`src/logic/ilp_unused_placeholder_never.sv`:
```
`timescale 1ns/100ps

```
`src/logic/ilp_pkg.sv`:
```
package ilp_pkg;
    // ------------------------------------------------------------
    // Bus geometry
    // ------------------------------------------------------------
    localparam int ADDR_W = 8;
    localparam int DATA_W = 32;
    localparam int STRB_W = DATA_W / 8;

    // ------------------------------------------------------------
    // Register byte addresses
    // ------------------------------------------------------------
    localparam logic [ADDR_W-1:0] OFS_ACC0 = 8'h80;
    localparam logic [ADDR_W-1:0] OFS_ACC1 = 8'h84;
    localparam logic [ADDR_W-1:0] OFS_ADD0 = 8'h88;
    localparam logic [ADDR_W-1:0] OFS_ADD1 = 8'h8C;
    localparam logic [ADDR_W-1:0] OFS_ADD2 = 8'h90;
    localparam logic [ADDR_W-1:0] OFS_POP0 = 8'h94;
    localparam logic [ADDR_W-1:0] OFS_POP1 = 8'h98;
    localparam logic [ADDR_W-1:0] OFS_POPF = 8'h9C;
    localparam logic [ADDR_W-1:0] OFS_PEEK0 = 8'hA0;
    localparam logic [ADDR_W-1:0] OFS_PEEK1 = 8'hA4;
    localparam logic [ADDR_W-1:0] OFS_PEEKF = 8'hA8;
    localparam logic [ADDR_W-1:0] OFS_CTRL0 = 8'hAC;
    localparam logic [ADDR_W-1:0] OFS_CTRL1 = 8'hB0;

    // ------------------------------------------------------------
    // Field positions and constants
    // ------------------------------------------------------------
    localparam int CTRL_W = 21;
    localparam int POS_MIX = 21;
    localparam int POS_FORCE = 28;
    localparam int ALPHA_W = 8;
    localparam logic [4:0] TOP_POS = 5'h1F;
    localparam logic [DATA_W-1:0] ALL_ONES = 32'hFFFFFFFF;
    localparam logic [DATA_W-1:0] ZERO_W = 32'h00000000;
    localparam logic [1:0] RESP_OKAY = 2'h0;
    localparam logic [1:0] RESP_SLVERR = 2'h2;

    // ------------------------------------------------------------
    // Carriers
    // ------------------------------------------------------------
    typedef struct packed {
        logic [1:0] force_top;
        logic bypass;
        logic swap_result;
        logic swap_input;
        logic twos;
        logic [4:0] top;
        logic [4:0] bottom;
        logic [4:0] shift;
    } ilp_lane_ctrl_s;

    typedef struct packed {
        logic [DATA_W-1:0] sm;
        logic [DATA_W-1:0] raw;
        logic overflow;
    } ilp_lane_out_s;

    typedef struct packed {
        logic [1:0][DATA_W-1:0] accum;
        logic [2:0][DATA_W-1:0] addend;
        logic [1:0][CTRL_W-1:0] ctrl;
        logic mix;
        logic aw_held;
        logic w_held;
        logic [ADDR_W-1:0] awaddr;
        logic [DATA_W-1:0] wdata;
        logic [STRB_W-1:0] wstrb;
        logic bvalid;
        logic [1:0] bresp;
        logic rvalid;
        logic [DATA_W-1:0] rdata;
        logic [1:0] rresp;
    } ilp_state_s;
endpackage

```
`src/logic/ilp_interp.sv`:
```
// Decided for this implementation: the AXI4-Lite slave port.
`timescale 1ns/100ps
// What this block does
// (RQ1) Two resettable read/write accumulators
// (RQ2) Three resettable read/write addend registers
// (RQ3) Consume read returns result, reloads both accumulators
// (RQ4) Inspect read returns result, changes nothing
// (RQ5) Combined overflow is OR of both
// (RQ6) Per-accumulator overflow flags bits above mask
// (RQ7) Mix mode: lane one interpolates addends
// (RQ8) Mix mode: lane zero gives alpha only
// (RQ9) Mix mode: full omits lane one value
// (RQ10) Interpolation signedness from lane one; first only
// (RQ11) Force bits ORed into result bits 29:28
// (RQ12) Bypass uses raw input for lane result
// (RQ13) Swap result feeds opposite result on consume
// (RQ14) Swap input takes opposite accumulator, before bypass
// (RQ15) Two's complement sign-extends masked value
// (RQ16) Mask top bit inclusive
// (RQ17) Mask bottom bit inclusive, lower zeroed
// (RQ18) Software keeps top not below bottom
// (RQ19) Logical right shift before masking
// (RQ20) Normal lane and full result sums
// (RQ21) Own result reload; single-beat register access
// (RQ22) Lane one mirrors lane zero, own control
module ilp_interp
    import ilp_pkg::*;
#(
    parameter bit HAS_MIX = 1'b1
) (
    // Clock and reset
    input wire logic aclk,
    input wire logic aresetn,
    // Write address channel
    input wire logic [ADDR_W-1:0] s_axi_awaddr,
    input wire logic [2:0] s_axi_awprot,
    input wire logic s_axi_awvalid,
    output logic s_axi_awready,
    // Write data channel
    input wire logic [DATA_W-1:0] s_axi_wdata,
    input wire logic [STRB_W-1:0] s_axi_wstrb,
    input wire logic s_axi_wvalid,
    output logic s_axi_wready,
    // Write response channel
    output logic [1:0] s_axi_bresp,
    output logic s_axi_bvalid,
    input wire logic s_axi_bready,
    // Read address channel
    input wire logic [ADDR_W-1:0] s_axi_araddr,
    input wire logic [2:0] s_axi_arprot,
    input wire logic s_axi_arvalid,
    output logic s_axi_arready,
    // Read data channel
    output logic [DATA_W-1:0] s_axi_rdata,
    output logic [1:0] s_axi_rresp,
    output logic s_axi_rvalid,
    input wire logic s_axi_rready
);

    // ------------------------------------------------------------
    // Helpers
    // ------------------------------------------------------------

    // Word-aligned form of a byte address
    function automatic logic [ADDR_W-1:0] word_of(input logic [ADDR_W-1:0] a);
        word_of = {a[ADDR_W-1:2], 2'b00};
    endfunction

    // Byte-lane merge of a write into an old value
    function automatic logic [DATA_W-1:0] merge(input logic [DATA_W-1:0] old_v, input logic [DATA_W-1:0] new_v,
                                                input logic [STRB_W-1:0] strb);
        merge = old_v;
        for (int b = 0; b < STRB_W; b++) begin
            if (strb[b]) begin
                merge[b*8 +: 8] = new_v[b*8 +: 8];
            end
        end
    endfunction

    // Shift, mask, sign and bypass stage of one lane
    function automatic ilp_lane_out_s lane_calc(input logic [DATA_W-1:0] src, input ilp_lane_ctrl_s c);
        logic [DATA_W-1:0] shifted;
        logic [DATA_W-1:0] keep_low;
        logic [DATA_W-1:0] keep_high;
        logic [DATA_W-1:0] masked;
        shifted = src >> c.shift; // RQ19
        keep_low = ALL_ONES >> (TOP_POS - c.top); // RQ16
        keep_high = ALL_ONES << c.bottom; // RQ17
        masked = shifted & keep_low & keep_high;
        lane_calc.overflow = |(shifted & ~keep_low); // RQ6
        if (c.twos && masked[c.top]) begin
            lane_calc.sm = masked | ~keep_low; // RQ15
        end else begin
            lane_calc.sm = masked;
        end
        lane_calc.raw = c.bypass ? src : lane_calc.sm; // RQ12 RQ14
    endfunction

    // ------------------------------------------------------------
    // State and datapath
    // ------------------------------------------------------------
    ilp_state_s st;
    ilp_state_s next_st;
    ilp_lane_ctrl_s ctl0;
    ilp_lane_ctrl_s ctl1;
    ilp_lane_out_s lo0;
    ilp_lane_out_s lo1;
    logic mix_on;
    logic [DATA_W:0] ext0;
    logic [DATA_W:0] ext1;
    logic signed [DATA_W:0] diff;
    logic signed [DATA_W+ALPHA_W+1:0] prod;
    logic [DATA_W-1:0] blended;
    logic [DATA_W-1:0] res0;
    logic [DATA_W-1:0] res1;
    logic [DATA_W-1:0] full;
    logic [DATA_W-1:0] bus0;
    logic [DATA_W-1:0] bus1;
    logic [DATA_W-1:0] ctrl0_word;
    logic [DATA_W-1:0] ctrl1_word;
    logic ar_take;
    logic aw_take;
    logic w_take;
    logic commit;
    logic [ADDR_W-1:0] ar_word;
    logic [ADDR_W-1:0] aw_word;
    logic is_pop;
    logic [DATA_W-1:0] rd_val;
    logic rd_hit;
    logic wr_hit;
    logic [DATA_W-1:0] wr_val;

    // Lane inputs, with optional cross-feed ahead of the bypass
    always_comb begin
        ctl0 = ilp_lane_ctrl_s'(st.ctrl[0]);
        ctl1 = ilp_lane_ctrl_s'(st.ctrl[1]); // RQ22
        lo0 = lane_calc(ctl0.swap_input ? st.accum[1] : st.accum[0], ctl0); // RQ14
        lo1 = lane_calc(ctl1.swap_input ? st.accum[0] : st.accum[1], ctl1); // RQ14 RQ22
    end

    // Interpolation between addend zero and one
    always_comb begin
        mix_on = HAS_MIX && st.mix; // RQ10
        ext0 = {ctl1.twos & st.addend[0][DATA_W-1], st.addend[0]}; // RQ10
        ext1 = {ctl1.twos & st.addend[1][DATA_W-1], st.addend[1]};
        diff = $signed(ext1) - $signed(ext0);
        prod = diff * $signed({1'b0, lo1.sm[ALPHA_W-1:0]}); // RQ7
        blended = st.addend[0] + prod[ALPHA_W +: DATA_W];
    end

    // Lane and full results, with force bits on the bus copies only
    always_comb begin
        res0 = mix_on ? {{(DATA_W-ALPHA_W){1'b0}}, lo1.sm[ALPHA_W-1:0]} : lo0.raw + st.addend[0]; // RQ8 RQ20
        res1 = mix_on ? blended : lo1.raw + st.addend[1]; // RQ7 RQ20
        full = st.addend[2] + lo0.sm + (mix_on ? ZERO_W : lo1.sm); // RQ9 RQ20
        bus0 = res0 | (DATA_W'(ctl0.force_top) << POS_FORCE); // RQ11
        bus1 = res1 | (DATA_W'(ctl1.force_top) << POS_FORCE); // RQ11
        ctrl0_word = {6'h00, lo0.overflow | lo1.overflow, lo1.overflow, lo0.overflow, 1'b0, mix_on, ctl0}; // RQ5 RQ6
        ctrl1_word = {11'h000, ctl1};
    end

    // ------------------------------------------------------------
    // Bus handshakes
    // ------------------------------------------------------------
    assign s_axi_awready = !st.aw_held && !st.bvalid;
    assign s_axi_wready = !st.w_held && !st.bvalid;
    assign s_axi_arready = !st.rvalid;
    assign s_axi_bvalid = st.bvalid;
    assign s_axi_bresp = st.bresp;
    assign s_axi_rvalid = st.rvalid;
    assign s_axi_rdata = st.rdata;
    assign s_axi_rresp = st.rresp;

    // Take conditions and address decode
    always_comb begin
        aw_take = s_axi_awvalid && s_axi_awready;
        w_take = s_axi_wvalid && s_axi_wready;
        ar_take = s_axi_arvalid && s_axi_arready;
        commit = st.aw_held && st.w_held;
        ar_word = word_of(s_axi_araddr);
        aw_word = word_of(st.awaddr);
        is_pop = ar_word == OFS_POP0 || ar_word == OFS_POP1 || ar_word == OFS_POPF;
    end

    // Read value selection
    always_comb begin
        rd_hit = 1'b1;
        unique case (ar_word)
            OFS_ACC0: rd_val = st.accum[0];
            OFS_ACC1: rd_val = st.accum[1];
            OFS_ADD0: rd_val = st.addend[0];
            OFS_ADD1: rd_val = st.addend[1];
            OFS_ADD2: rd_val = st.addend[2];
            OFS_POP0, OFS_PEEK0: rd_val = bus0; // RQ3 RQ4
            OFS_POP1, OFS_PEEK1: rd_val = bus1; // RQ3 RQ4
            OFS_POPF, OFS_PEEKF: rd_val = full; // RQ3 RQ4
            OFS_CTRL0: rd_val = ctrl0_word;
            OFS_CTRL1: rd_val = ctrl1_word;
            default: begin
                rd_val = ZERO_W;
                rd_hit = 1'b0;
            end
        endcase
    end

    // Next state: channel capture, consume reload, then writes
    always_comb begin
        next_st = st;
        wr_hit = 1'b1;
        wr_val = ZERO_W;
        if (aw_take) begin
            next_st.aw_held = 1'b1;
            next_st.awaddr = s_axi_awaddr;
        end
        if (w_take) begin
            next_st.w_held = 1'b1;
            next_st.wdata = s_axi_wdata;
            next_st.wstrb = s_axi_wstrb;
        end
        if (st.bvalid && s_axi_bready) begin
            next_st.bvalid = 1'b0;
        end
        if (st.rvalid && s_axi_rready) begin
            next_st.rvalid = 1'b0;
        end
        if (ar_take) begin
            next_st.rvalid = 1'b1; // RQ21
            next_st.rdata = rd_val;
            next_st.rresp = rd_hit ? RESP_OKAY : RESP_SLVERR;
            if (is_pop) begin
                next_st.accum[0] = ctl0.swap_result ? res1 : res0; // RQ3 RQ13 RQ21
                next_st.accum[1] = ctl1.swap_result ? res0 : res1; // RQ3 RQ13 RQ21
            end
        end
        if (commit) begin
            next_st.aw_held = 1'b0;
            next_st.w_held = 1'b0;
            next_st.bvalid = 1'b1; // RQ21
            unique case (aw_word)
                OFS_ACC0: begin
                    wr_val = merge(st.accum[0], st.wdata, st.wstrb);
                    next_st.accum[0] = wr_val; // RQ1
                end
                OFS_ACC1: begin
                    wr_val = merge(st.accum[1], st.wdata, st.wstrb);
                    next_st.accum[1] = wr_val; // RQ1
                end
                OFS_ADD0: begin
                    wr_val = merge(st.addend[0], st.wdata, st.wstrb);
                    next_st.addend[0] = wr_val; // RQ2
                end
                OFS_ADD1: begin
                    wr_val = merge(st.addend[1], st.wdata, st.wstrb);
                    next_st.addend[1] = wr_val; // RQ2
                end
                OFS_ADD2: begin
                    wr_val = merge(st.addend[2], st.wdata, st.wstrb);
                    next_st.addend[2] = wr_val; // RQ2
                end
                OFS_CTRL0: begin
                    wr_val = merge(ctrl0_word, st.wdata, st.wstrb);
                    next_st.ctrl[0] = wr_val[CTRL_W-1:0];
                    next_st.mix = HAS_MIX && wr_val[POS_MIX]; // RQ10
                end
                OFS_CTRL1: begin
                    wr_val = merge(ctrl1_word, st.wdata, st.wstrb);
                    next_st.ctrl[1] = wr_val[CTRL_W-1:0]; // RQ22
                end
                OFS_POP0, OFS_POP1, OFS_POPF, OFS_PEEK0, OFS_PEEK1, OFS_PEEKF: begin
                    wr_val = ZERO_W;
                end
                default: begin
                    wr_hit = 1'b0;
                end
            endcase
            next_st.bresp = wr_hit ? RESP_OKAY : RESP_SLVERR;
        end
    end

    // State register with synchronous reset to zero
    always_ff @(posedge aclk) begin
        if (!aresetn) begin
            st <= '0; // RQ1 RQ2
        end else begin
            st <= next_st;
        end
    end
endmodule

```
`config.mk`:
```
export PLATFORM = sky130hd
export DESIGN_NAME = ilp_interp
export DESIGN_NICKNAME = d
export VERILOG_FILES = /design/src/logic/ilp_unused_placeholder_never.sv /design/src/logic/ilp_pkg.sv /design/src/logic/ilp_interp.sv
export SDC_FILE = /design/constraint.sdc
export NUM_CORES = 2
export LEC_CHECK = 0
export BUFFER_PORTS_ARGS = -buffer_cell sky130_fd_sc_hd__buf_2
export CORE_MARGIN = 2
export CORE_UTILIZATION = 50
export DETAILED_ROUTE_END_ITERATION = 6
export PLACE_DENSITY_LB_ADDON = 0.15
export REMOVE_ABC_BUFFERS = 1
export SLEW_MARGIN = 20
export SYNTH_ARGS = -nofsm -noshare
export SYNTH_HDL_FRONTEND = slang
export SYNTH_SLANG_ARGS = --single-unit
export TNS_END_PERCENT = 20
```
`constraint.sdc`:
```
create_clock -name aclk -period 10.5 [get_ports aclk]
set_input_delay 0.525 -clock aclk [delete_from_list [all_inputs] [get_ports aclk]]
set_output_delay 0.525 -clock aclk [all_outputs]
set_load 0.01 [all_outputs]
```
==> impl_metrics.csv <==
group,metric,value,unit
detailed_routing,post_drt_wl_per_cell,28.35,microns
placement,hpwlAfterDp,151.8,mm
logic_synthesis,synth-simple-area-share,18.65,%
sta,fin_skew,41.71,ps
finish,drive_gt1_share,24.86,%
placement,placed_cells,6720,
logic_synthesis,synth_compound_area_share,19.20,%
power_and_ir_drop,comb_power_share,7.1,%
clock_tree,path_clk_slew,70,ps
sta,clock.fmax,89.84,MHz
placement,dpl_cell_area,47550,sq um
finish,fillers,7625,
run_status,violations,"DRC, setup timing",
sta,tightest_slew,1272,ps
sta,setup_viol,45,
power_and_ir_drop,finalPower,2.773,mW
grt,antenna_found_initial,3,
critical_path,path_common_cell,"buf_4",
sta,hold_viol_final,0,
logic_synthesis,synth_top_family_by_area,"compound AO/OA/AOI/OAI gates",
logic_synthesis,synth.mux.area_fraction,18.06,%
floorplanning,row_count,105,
critical_path,critPathTopFamily,"compound AO/OA/AOI/OAI gates",
logic_synthesis,syn_inst,5192,
clock_tree,cts_tree,"yes",
grt,grt_pass1_wl,282.7,mm
power_and_ir_drop,p_sw_share,27.51,%
critical_path,end_kind,"flip-flop",
finish,final_cells,6871,
logic_synthesis,ys.flop_type,"dfxtp_1",
finish,syn2layout_area_growth,21.26,%
critical_path,critical_path.max_stage_delay,500,ps
logic_synthesis,synth_fa_ha_area_share,18.25,%
detailed_routing,ant_nets,0,
critical_path,worst_setup_path_start_kind,"flip-flop",
floorplanning,dieArea,85700,sq um
power_and_ir_drop,power_density,54.85,nW/um^2
sta,min_period,11130,ps
sta,relSlewSlack,15.20,%
power_and_ir_drop,leakage,22.23,nW
critical_path,cp_slowest_cell,"fa_1",
logic_synthesis,synth_xor_area_share,3.331,%
logic_synthesis,ys_types,108,
floorplanning,ios,106,
floorplanning,die_x,292.8,microns
grt,grt_max_degree,118,
power_and_ir_drop,internal_power,2.010,mW
clock_tree,cts_buffers,39,
logic_synthesis,synthArstFlopShare,0,%
critical_path,crit_required,11000,ps
detailed_routing,dr.pass1.iters,7,
logic_synthesis,synth_edf_count,0,
critical_path,cp_data_arrival_time,11630,ps
critical_path,path_max_fanout,20,
clock_tree,clock_latency,610,ps
clock_tree,clock_path_buffers,3,
sta,worst_slack,-631.1,ps
floorplanning,initial_core_util,50.61,%
grt,grtUsageTotal,44.69,%
logic_synthesis,netlist_area,41690,sq um
detailed_routing,via_per_inst,6.365,
critical_path,worst-setup-path-type,"reg2reg",
finish,multi_input_comb_area,33160,sq um
critical_path,cp.depth,55,
sta,tns,-16010,ps
finish,fin_area,50550,sq um
detailed_routing,via_count,43730,
placement,port_buffers,93,
clock_tree,h-tree-depth,2,
sta,rsz0062_at_grt,"yes",
worst_hold_path,hold_path.class,"in2reg",
finish,seq_area,5695,sq um
critical_path,worstRegToRegCells,55,
logic_synthesis,syn_area_per_cell,8.029,sq um
flow_run,drv_cap,0,
sta,finalMaxSlewViolations,0,
logic_synthesis,yosysSeqAreaShare,13.59,%
clock_tree,holdBufCountCts,0,
run_status,outcome,"finished, violations left",
clock_tree,clockRootBuffer,"clkbuf_16",
power_and_ir_drop,power.share.sequential,40.8,%
logic_synthesis,ys_ff_latch,283,
grt,grt_pass1_vias,41890,
power_and_ir_drop,p_clk_share,52.0,%
finish,nets,6294,
logic_synthesis,ys_warn_count,0,
finish,utilization,61.37,%
worst_hold_path,hold_path_depth,3,
critical_path,r2r_slack,-630,ps
floorplanning,dieHeight,292.8,microns
power_and_ir_drop,switchingPower,0.7628,mW
detailed_routing,dr.first_iter.drc_count,4938,
floorplanning,core_area,82370,sq um
detailed_routing,drc,12,
critical_path,path_buf_inv,15,
grt,gr-total-overflow,0,
sta,period_share,106.0,%
clock_tree,cts_sinks,283,
power_and_ir_drop,irDropWorstVdd,0.1371,mV
detailed_routing,routed_wl,194.8,mm
placement,finalWeightedCongestion,1.082,
-- cell families after synthesis --
logic type,count (synthesis)
AOI/OAI and AO/OA,1204
xor gates and xnor gates,157
adders and majority gates,468
buffers and inverters,867
DFF,283
muxes,583
other,1
and+or+nand+nor,1629
-- cells in the final DEF (no fill, tap or decap), types with 31 or more instances in the layout --
cell type / instances
a211oi_1: 35
a21boi_0: 64
a21o_1: 55
a21oi_1: 288
a222oi_1: 36
a22oi_1: 45
a31oi_1: 47
and2_1: 46
and3_1: 32
buf_2: 92
buf_4: 775
clkbuf_16: 41
dfxtp_1: 271
fa_1: 230
ha_1: 227
inv_1: 461
mux2_2: 101
mux2i_1: 340
mux4_2: 112
nand2_1: 450
nand2b_1: 98
nand3_1: 77
nor2_1: 435
nor2b_1: 209
nor3_1: 80
o211ai_1: 31
o21a_1: 48
o21ai_0: 235
or2_2: 44
xnor2_1: 99
xor2_1: 55
-- power by group through the flow --
| stage | combinational (mW) | clock [mW] | sequential, mW |
|---|---|---|---|
| 2_1_floorplan | 0.0819 | 0 | 1.13 |
| 3_3_place_gp | 0.186 | 0 | 1.15 |
| 3_5_place_dp | 0.188 | 0 | 1.15 |
| 4_1_cts | 0.190 | 1.45 | 1.13 |
| 5_1_grt | 0.208 | 1.49 | 1.13 |
| 6_report | 0.198 | 1.44 | 1.13 |
-- per-layer routing --
layer | GRT usage, % | part of all wire, % | routed length (microns) | vias up
li1 | - | - | - | 19310
met5 | 0 | 0.020 | 39 | -
met2 | 65.70 | 41 | 80820 | 2631
met4 | 37.65 | 10 | 19890 | 2
met3 | 10.76 | 10 | 19980 | 754
met1 | 55.22 | 38 | 74090 | 21030
-- layout make-up --
cell class | count | area share (%)
Multi-Input combinational cell | 4043 | 65.59
Timing Repair Buffer | 920 | 14.24
Sequential cell | 283 | 11.27
Inverter | 475 | 3.547
Tap cell | 1070 | 2.648
Clock buffer | 48 | 2.119
Clock inverter | 23 | 0.5470
Antenna cell | 9 | 0.04455
-- per-stage QoR --
stage,hold slack [ps],setup slack [ps]
finish,160.0,-631.1
floorplan,473.3,-3558
detailed placement,458.4,-1179
global route,180.6,-970.6
CTS,155.5,-426.8
global placement,452.9,-984.8
-- synthesized netlist by cell type (all sizes together) (21+ instances only) --
cell type | instances | area share [%]
nor2 | 462 | 4.2
or3 | 29 | 0.44
a221oi | 30 | 0.66
buf | 142 | 2.4
a21o | 56 | 1.0
a22oi | 48 | 0.88
nand2b | 103 | 1.5
xnor2 | 101 | 2.1
a211oi | 39 | 0.71
fa | 234 | 11
mux2 | 112 | 3.0
nand2 | 456 | 4.1
inv | 468 | 4.2
clkbuf | 250 | 2.3
ha | 233 | 7.0
a21boi | 70 | 1.3
dfxtp | 283 | 14
nand3 | 77 | 0.92
or2 | 47 | 0.71
o21bai | 21 | 0.38
a31oi | 51 | 0.78
o21ai | 273 | 3.3
o22ai | 23 | 0.35
mux4 | 120 | 6.6
a222oi | 36 | 0.86
mux2i | 351 | 8.5
o21a | 49 | 0.88
xor2 | 55 | 1.2
and2 | 51 | 0.77
and3 | 32 | 0.48
nor2b | 216 | 3.2
a21oi | 297 | 3.6
nor3 | 87 | 1.0
o211ai | 31 | 0.56
-- timing repair --
| action | CTS | global route |
|---|---|---|
| pin swaps | 84 | 77 |
| setup endpoints to repair | 66 | 65 |
| setup buffers | 49 | 19 |
| resized for setup | 146 | 85 |
| gates cloned | 3 | 1 |
-- tightest hold or removal path: cells and delay by family --
kind / cells / cell delay [ps]
buf+inv: 1 / 90
simple gates: 1 / 40
compound gates: 1 / 60
-- path summary, 6_finish.rpt --
kind / start / to
worst max-delay path: ctl1[2] / s_axi_rdata[21]
worst min-delay path: s_axi_wdata[21] / st[63]
worst max register to register: ctl1[2] / s_axi_rdata[21]
worst min register to register: s_axi_rdata[14] / s_axi_rdata[14]
-- state kept, by name, indices dropped and copies added (netlist names) --
register	cells
st	134
ext0	32
ext1	32
s_axi_rdata	32
ctl0	21
ctl1	21
aw_word	6
mix_on	1
s_axi_bresp	1
s_axi_bvalid	1
s_axi_rresp	1
s_axi_rvalid	1
Power figures use the tool's default switching activity.
